### config.mk
export PLATFORM = sky130hd
export DESIGN_NAME = dfth_top
export DESIGN_NICKNAME = d
export VERILOG_FILES = /design/src/pkg/dfth_pkg.sv /design/src/core/dfth_thresh_cmp.sv /design/src/core/dfth_top.sv
export SDC_FILE = /design/constraint.sdc
export NUM_CORES = 1
export LEC_CHECK = 0
export BUFFER_PORTS_ARGS = -buffer_cell sky130_fd_sc_hd__buf_2
export CORE_ASPECT_RATIO = 0.9
export CORE_MARGIN = 2
export CORE_UTILIZATION = 46
export CTS_CLUSTER_SIZE = 16
export DETAILED_ROUTE_END_ITERATION = 8
export PLACE_DENSITY = 0.85
export SYNTH_ARGS = -nofsm -noshare
export SYNTH_HDL_FRONTEND = slang
export SYNTH_SLANG_ARGS = --single-unit
### constraint.sdc
create_clock -name ref_clk -period 3.4 [get_ports ref_clk]
set_clock_uncertainty 0.05 [all_clocks]
set_input_delay 0.17 -clock ref_clk [delete_from_list [all_inputs] [get_ports ref_clk]]
set_output_delay 0.17 -clock ref_clk [all_outputs]
set_load 0.02 [all_outputs]
### src/pkg/dfth_pkg.sv
package dfth_pkg;

  // Bus and register map (word indices, byte address is four times the index)
  localparam int DFTH_DATA_W = 32;
  localparam logic [7:0] DFTH_IDX_THRSEL = 8'hFB;
  localparam logic [7:0] DFTH_IDX_CTRL = 8'hFC;
  localparam logic [7:0] DFTH_IDX_STAT = 8'hFD;
  localparam logic [7:0] DFTH_IDX_IRQSTAT = 8'hFE;
  localparam logic [7:0] DFTH_IDX_IRQMASK = 8'hFF;

  // Threshold select fields
  localparam int DFTH_WR_CODE_LSB = 4;
  localparam int DFTH_RD_CODE_LSB = 0;
  localparam int DFTH_CODE_W = 3;
  localparam logic [7:0] DFTH_THRSEL_RST = 8'h00;
  localparam logic [7:0] DFTH_THRSEL_MASK = 8'h77;

  // Control fields
  localparam int DFTH_CTRL_EN_BIT = 0;
  localparam int DFTH_CTRL_DIR_BIT = 1;
  localparam int DFTH_CTRL_CACHE_BIT = 2;
  localparam logic [2:0] DFTH_CTRL_RST = 3'h0;

  // Status fields
  localparam int DFTH_STAT_MET_BIT = 0;
  localparam int DFTH_STAT_ACT_BIT = 1;
  localparam int DFTH_STAT_DIR_BIT = 2;
  localparam int DFTH_STAT_LVL_LSB = 16;

  // Interrupt fields
  localparam int DFTH_IRQ_W = 3;
  localparam int DFTH_IRQ_MET_BIT = 0;
  localparam int DFTH_IRQ_START_BIT = 1;
  localparam int DFTH_IRQ_STOP_BIT = 2;
  localparam logic [2:0] DFTH_IRQ_RST = 3'h0;

  // FIFO geometry in bytes
  localparam int DFTH_LVL_W = 10;
  localparam logic [9:0] DFTH_FIFO_BYTES = 10'h200;
  localparam logic [9:0] DFTH_EMPTY = 10'h000;

  // Start amount in bytes for codes 000 through 111
  localparam logic [9:0] DFTH_THR_TABLE [8] = '{
    10'h020, 10'h080, 10'h100, 10'h140, 10'h180, 10'h1B0, 10'h1D0, 10'h1E0
  };

  // Transfer direction
  localparam logic DFTH_DIR_WR = 1'b1;

  // Burst state
  typedef enum logic [1:0] {
    DFTH_IDLE = 2'b00,
    DFTH_WR_BURST = 2'b01,
    DFTH_RD_BURST = 2'b10
  } dfth_state_t;

endpackage

### src/core/dfth_thresh_cmp.sv
`timescale 1ns/10ps
module dfth_thresh_cmp (
  // Selection
  input wire logic [dfth_pkg::DFTH_CODE_W-1:0] thrCode,
  input wire logic cacheEn,
  // Amount in bytes, data or free space
  input wire logic [dfth_pkg::DFTH_LVL_W-1:0] amount,
  // Result
  output logic thrMet
);
  import dfth_pkg::*;

  // Byte figure of the chosen code
  wire logic [DFTH_LVL_W-1:0] thrBytes;
  assign thrBytes = DFTH_THR_TABLE[thrCode];

  // Cache mode uses the same figures here
  wire logic unusedCache;
  assign unusedCache = cacheEn;

  // Condition holds once the amount reaches the figure
  assign thrMet = (amount >= thrBytes);
endmodule

### src/core/dfth_top.sv
// Summary of operation
// - Status flag follows the selected threshold condition, registered one clock later.
// - Write code in bits 6-4 governs FIFO-to-memory bursts; cache enable has no effect.
// - Read code in bits 2-0 governs memory-to-FIFO bursts; cache enable has no effect.
// - Write burst starts at 32..480 data bytes per code, stops when empty.
// - Read burst starts at 32..480 free bytes per code, stops when full.
//
// The implementer's own choice: the AHB-Lite interface to the registers.
`timescale 1ns/10ps
module dfth_top (
  // Clock and reset
  input wire logic ref_clk,
  input wire logic rst,
  // AHB-Lite slave
  input wire logic hsel,
  input wire logic [31:0] haddr,
  input wire logic [1:0] htrans,
  input wire logic hwrite,
  input wire logic [2:0] hsize,
  input wire logic [dfth_pkg::DFTH_DATA_W-1:0] hwdata,
  input wire logic hready,
  output logic hreadyout,
  output logic hresp,
  output logic [dfth_pkg::DFTH_DATA_W-1:0] hrdata,
  // Data FIFO occupancy in bytes
  input wire logic [dfth_pkg::DFTH_LVL_W-1:0] fifoLevel,
  // DMA channel
  output logic dmaBurstActive,
  output logic dmaBurstDirWr,
  output logic thresholdMetFlag,
  // Interrupt
  output logic irq
);
  import dfth_pkg::*;

  // Registers
  logic [7:0] thrSel_q;
  logic [2:0] ctrl_q;
  logic [DFTH_IRQ_W-1:0] irqStat_q;
  logic [DFTH_IRQ_W-1:0] irqStat_d;
  logic [DFTH_IRQ_W-1:0] irqMask_q;
  dfth_state_t state_q;
  dfth_state_t state_d;
  logic met_q;
  logic irq_q;
  logic active_q;
  logic dirWrOut_q;
  // Bus pipeline
  logic wrPend_q;
  logic rdPend_q;
  logic [7:0] addrIdx_q;
  logic hreadyout_q;
  logic [DFTH_DATA_W-1:0] hrdata_q;

  // Bus address phase decode
  wire logic busAccept;
  wire logic [7:0] reqIdx;
  wire logic addrInMap;
  assign busAccept = hsel & htrans[1] & hready;
  assign reqIdx = haddr[9:2];
  assign addrInMap = (haddr[31:10] == 22'h000000) && (haddr[1:0] == 2'h0);

  // Data phase write strobes
  wire logic wrThrSel;
  wire logic wrCtrl;
  wire logic wrIrqStat;
  wire logic wrIrqMask;
  assign wrThrSel = wrPend_q && (addrIdx_q == DFTH_IDX_THRSEL);
  assign wrCtrl = wrPend_q && (addrIdx_q == DFTH_IDX_CTRL);
  assign wrIrqStat = wrPend_q && (addrIdx_q == DFTH_IDX_IRQSTAT);
  assign wrIrqMask = wrPend_q && (addrIdx_q == DFTH_IDX_IRQMASK);

  // Mask after this cycle, so irq follows a mask write on the same edge
  wire logic [DFTH_IRQ_W-1:0] irqMaskNext;
  assign irqMaskNext = wrIrqMask ? hwdata[DFTH_IRQ_W-1:0] : irqMask_q;

  // Control fields
  wire logic dmaEnable;
  wire logic dirWr;
  wire logic cacheLineThresholdEnable;
  wire logic [DFTH_CODE_W-1:0] writeDirThresholdCode;
  wire logic [DFTH_CODE_W-1:0] readDirThresholdCode;
  assign dmaEnable = ctrl_q[DFTH_CTRL_EN_BIT];
  assign dirWr = ctrl_q[DFTH_CTRL_DIR_BIT];
  assign cacheLineThresholdEnable = ctrl_q[DFTH_CTRL_CACHE_BIT];
  assign writeDirThresholdCode = thrSel_q[DFTH_WR_CODE_LSB +: DFTH_CODE_W];
  assign readDirThresholdCode = thrSel_q[DFTH_RD_CODE_LSB +: DFTH_CODE_W];

  // Free space and fill markers
  wire logic [DFTH_LVL_W-1:0] fifoSpace;
  wire logic fifoEmpty;
  wire logic fifoFull;
  assign fifoSpace = DFTH_FIFO_BYTES - fifoLevel;
  assign fifoEmpty = (fifoLevel == DFTH_EMPTY);
  assign fifoFull = (fifoLevel >= DFTH_FIFO_BYTES);

  // Threshold comparators, data for write and space for read
  wire logic wrMet;
  wire logic rdMet;
  dfth_thresh_cmp uWrCmp (
    .thrCode(writeDirThresholdCode),
    .cacheEn(cacheLineThresholdEnable),
    .amount(fifoLevel),
    .thrMet(wrMet)
  );
  dfth_thresh_cmp uRdCmp (
    .thrCode(readDirThresholdCode),
    .cacheEn(cacheLineThresholdEnable),
    .amount(fifoSpace),
    .thrMet(rdMet)
  );

  // Condition of the selected direction, fresh every clock
  wire logic metNow;
  assign metNow = (dirWr == DFTH_DIR_WR) ? wrMet : rdMet;

  // Burst next state
  always_comb begin
    state_d = state_q;
    case (state_q)
      DFTH_IDLE: begin
        if (dmaEnable && (dirWr == DFTH_DIR_WR) && wrMet) begin
          state_d = DFTH_WR_BURST;
        end else if (dmaEnable && (dirWr != DFTH_DIR_WR) && rdMet) begin
          state_d = DFTH_RD_BURST;
        end
      end
      DFTH_WR_BURST: begin
        if (fifoEmpty || !dmaEnable) begin
          state_d = DFTH_IDLE;
        end
      end
      DFTH_RD_BURST: begin
        if (fifoFull || !dmaEnable) begin
          state_d = DFTH_IDLE;
        end
      end
      default: begin
        state_d = DFTH_IDLE;
      end
    endcase
  end

  // Burst events
  wire logic burstStart;
  wire logic burstStop;
  wire logic metRise;
  assign burstStart = (state_q == DFTH_IDLE) && (state_d != DFTH_IDLE);
  assign burstStop = (state_q != DFTH_IDLE) && (state_d == DFTH_IDLE);
  assign metRise = metNow && !met_q;

  // Sticky status, a set beats a write-one clear
  wire logic [DFTH_IRQ_W-1:0] irqSet;
  assign irqSet = {burstStop, burstStart, metRise};
  always_comb begin
    irqStat_d = irqStat_q;
    if (wrIrqStat) begin
      irqStat_d = irqStat_q & ~hwdata[DFTH_IRQ_W-1:0];
    end
    irqStat_d = irqStat_d | irqSet;
  end

  // Burst state and threshold flag
  always_ff @(posedge ref_clk) begin
    if (rst) begin
      state_q <= DFTH_IDLE;
      met_q <= 1'b0;
      active_q <= 1'b0;
      dirWrOut_q <= 1'b0;
    end else begin
      state_q <= state_d;
      met_q <= metNow;
      active_q <= (state_d != DFTH_IDLE);
      dirWrOut_q <= (state_d == DFTH_WR_BURST);
    end
  end

  // Software registers
  always_ff @(posedge ref_clk) begin
    if (rst) begin
      thrSel_q <= DFTH_THRSEL_RST;
      ctrl_q <= DFTH_CTRL_RST;
      irqMask_q <= DFTH_IRQ_RST;
      irqStat_q <= DFTH_IRQ_RST;
    end else begin
      if (wrThrSel) thrSel_q <= hwdata[7:0] & DFTH_THRSEL_MASK;
      if (wrCtrl) ctrl_q <= hwdata[2:0];
      irqMask_q <= irqMaskNext;
      irqStat_q <= irqStat_d;
    end
  end

  // Interrupt output
  always_ff @(posedge ref_clk) begin
    if (rst) begin
      irq_q <= 1'b0;
    end else begin
      irq_q <= |(irqStat_d & irqMaskNext);
    end
  end

  // Read data selection
  wire logic [DFTH_DATA_W-1:0] statWord;
  wire logic [DFTH_DATA_W-1:0] rdMux;
  assign statWord = {6'h00, fifoLevel, 13'h0000,
                     dirWr, (state_q != DFTH_IDLE), met_q};
  assign rdMux = (addrIdx_q == DFTH_IDX_THRSEL) ? {24'h000000, thrSel_q} :
                 (addrIdx_q == DFTH_IDX_CTRL) ? {29'h00000000, ctrl_q} :
                 (addrIdx_q == DFTH_IDX_STAT) ? statWord :
                 (addrIdx_q == DFTH_IDX_IRQSTAT) ? {29'h00000000, irqStat_q} :
                 (addrIdx_q == DFTH_IDX_IRQMASK) ? {29'h00000000, irqMask_q} :
                 32'h00000000;

  // AHB-Lite pipeline: writes zero wait, reads one wait state
  always_ff @(posedge ref_clk) begin
    if (rst) begin
      wrPend_q <= 1'b0;
      rdPend_q <= 1'b0;
      addrIdx_q <= 8'h00;
      hreadyout_q <= 1'b1;
      hrdata_q <= 32'h00000000;
    end else begin
      if (rdPend_q) begin
        hrdata_q <= rdMux;
        hreadyout_q <= 1'b1;
        rdPend_q <= 1'b0;
        wrPend_q <= 1'b0;
      end else begin
        wrPend_q <= busAccept && hwrite && addrInMap;
        rdPend_q <= busAccept && !hwrite;
        hreadyout_q <= !(busAccept && !hwrite);
        if (busAccept) addrIdx_q <= addrInMap ? reqIdx : 8'h00;
      end
    end
  end

  // Outputs from flops, hresp tied low
  assign hreadyout = hreadyout_q;
  assign hresp = 1'b0;
  assign hrdata = hrdata_q;
  assign dmaBurstActive = active_q;
  assign dmaBurstDirWr = dirWrOut_q;
  assign thresholdMetFlag = met_q;
  assign irq = irq_q;

  wire logic [2:0] unusedSize;
  assign unusedSize = hsize;
endmodule

==> metrics <==
status=finished, final reports clean; area of the die=approximately 0.0062 mm^2; post-synth top area share=37.7%; GRT Util Overall=18.5%; Async SR Flop Fraction=0%; Final Hold Vio Count=0; core area=~0.0053 mm^2; routability congestion estimate=between 0.8 and 0.9; Fillers=a little under 500; Max Freq=roughly 340 MHz; cell leakage power=~1.3 nW; Layout area overhead=18.6%; TritonCTS Buffers=5; Die Y=between 70 and 80 um; vias in the first global route=slightly below 2,000; Min-Delay Path Class=input pin to flop; CTS Root Buffer Type=clkbuf_8; Sw Share=22.0%; post-cts resize count=0; Via Count=roughly 2,200; share of power burned in registers=between 40% and 50%; most frequent cell after synthesis=dfxtp_1; post-synth cell types=approximately 50; multi-input combinational cell area=0.00142 mm^2; synthesized area=about 0.0025 mm^2; IR Drop Worst-Case VDD=~220 uV; Wirelength per Cell=between 10 and 15 um; ys flop type=dfxtp_1; Ant. Diodes=0; DRC=0; sequential share of the synthesized area=37.7%; Worst Setup End Kind=flop; Pint=893 uW; Synth top cells by count=dfxtp_1 (48), nor2_1 (31), buf_4 (17); final setup fails=0; port bufs=74; CTS tree=done; Startpoint Class=flop; CTS sink count=48; setup TNS=0 ps; minimum clock period=about 2900 ps; largest area contributor in the netlist=dfxtp_1; die width=82.4 um; Psw=around 250 uW; global-route wire length before repair=around 8700 um; period utilization=about 86%; initial cell density of the core=between 40% and 50%; Synth Warn #=0; # rows=25; CP arrival=roughly 3100 ps; register area=about 960 um^2; number of synthesized flops with an enable pin=0; share of cells above drive strength 1=a little over a quarter; dpl cells=between 400 and 500; number of hold buffers added after cts=0; Setup CP Type=flop to flop; Setup Fix Bufs, Post-CTS=0; RSZ-0062 raised after global routing=no; Rel. slew slack=45.5%; Comb pwr share=8.8%; Via density=~5.4; Cells after Synth=281; Worst-Skew Late Latency=just over 300 ps; #FFs+latches synth=48; Routed WL=between 5000 and 6000 um; Critical Path RT=around 3500 ps; Iter 0 DRT Violations=101; # nets final=450; CTS max path bufs=2; Initial DRT Pass Iterations=4; fin cells=between 400 and 500; grt total ovfl=0; Post-DRT Antenna Nets=0; largest net degree at the start of global routing=40; PD cells=roughly 380 mW/mm^2; initial antenna violation count=0; Pins Over Slew Limit=0; measured slew at the worst slew-check pin=between 800 and 900 ps; H-tree lvl count=2; clock share of power=between 40 and 50%; CP Max Fanout=6; dpl hpwl=4320 um; clk slew on worst S/H paths=roughly 90 ps; Avg Cell Area, Syn=between 9 and 10 um^2; Top-Level Pins=122; synth top area cells=dfxtp_1 (38%), ha_1 (7.9%), buf_4 (5.0%); Max-cap violations=0
-- state kept, by name, summed over array words and instances, names as in the netlist --
name	cells
ctrl_q	3
state_q	2
thrSel_q	6
addrIdx_q	8
hrdata	16
rdPend_q	1
irqMask_q	3
dmaBurstDirWr	1
irqStat_q	3
thresholdMetFlag	1
dmaBurstActive	1
hreadyout	1
irq	1
wrPend_q	1
-- cell type report --
type / instances / share of cell area [%]
timing repair buffer: 76 / 12.8
sequential: 48 / 31.8
inverter: 12 / 1.49
tap: 67 / 2.77
clock buffer: 5 / 2.28
multi-input combinational: 207 / 46.9
clock inverter: 2 / 1.99
-- power groups by stage --
| stage | combinational, mW | clock (mW) | sequential, mW |
|---|---|---|---|
| after global placement | 0.0979 | 0 | 0.581 |
| after CTS | 0.101 | 0.490 | 0.568 |
| after detailed placement | 0.0998 | 0 | 0.582 |
| final | 0.101 | 0.475 | 0.568 |
| after global routing | 0.112 | 0.510 | 0.569 |
| after floorplan | 0.0683 | 0 | 0.582 |
-- cell families after synthesis --
kind of cell | count (synthesis) | synth area share (%)
AO/OA/AOI/OAI | 54 | 15.9
other | 1 | 0.147
buffers and inverters | 42 | 8.99
AND/OR/NAND/NOR | 103 | 21.9
multiplexers | 13 | 6.14
adder cells (fa/ha/maj) | 16 | 7.86
flip-flops | 48 | 37.7
XOR/XNOR | 4 | 1.38
-- worst max-delay path, stage by stage, from the launching register on --
cell,delay (ps)
dfxtp_1,440
inv_1,100
ha_1,270
and2_1,160
ha_1,270
nand2_1,70
o221ai_1,110
a2111oi_1,790
nand2_1,160
a31oi_1,240
o221ai_1,130
-- cells in the final DEF (no fill, tap or decap), drive strengths merged, types with 3 or more instances in the layout --
cell,Yosys,layout
buf,19,76
dfxtp,48,48
nor2,31,31
conb,1,17
ha,16,16
nand2,14,14
a21oi,13,13
inv,12,12
nand3,12,12
a22oi,11,11
mux2i,10,10
a22o,10,10
nor4,7,7
nor2b,6,6
clkbuf,11,5
a211oi,5,5
xnor2,4,4
nand2b,4,4
nand4,4,4
or4,4,4
or3,3,3
nor3,3,3
or2,3,3
-- layer usage --
metal	wire length (um)	vias to the layer above	track usage (%)
met5	0	-	0
met3	299	10	4.13
met4	99	0	8.52
li1	-	1119	-
met1	2530	1049	24.5
met2	2750	56	28.9
-- worst paths after layout --
| check | from | endpoint | slack, ps | cells past startpoint |
|---|---|---|---|---|
| worst max-delay path | thrSel_q[5] | irq | 470 | 10 |
| worst min-delay path | fifoLevel[2] | hrdata[18] | 40 | 2 |
| worst max register to register | thrSel_q[5] | irq | 470 | 10 |
| worst min register to register | hrdata[6] | hrdata[6] | 430 | 2 |
-- metrics by stage --
stage / area (um^2) / utilization, % / hold slack [ps] / setup slack (ps) / power (mW)
2_1_floorplan: 2610 / - / 199 / 632 / 0.651
3_3_place_gp: 2890 / 54.7 / 340 / 369 / 0.679
5_1_grt: 3020 / 57.2 / 31.4 / 314 / 1.19
3_5_place_dp: 2890 / 54.7 / 348 / 354 / 0.681
6_report: 3020 / 57.2 / 36.0 / 475 / 1.14
4_1_cts: 3020 / 57.2 / 26.3 / 497 / 1.16
No activity file was read; power rests on OpenSTA's default activity.
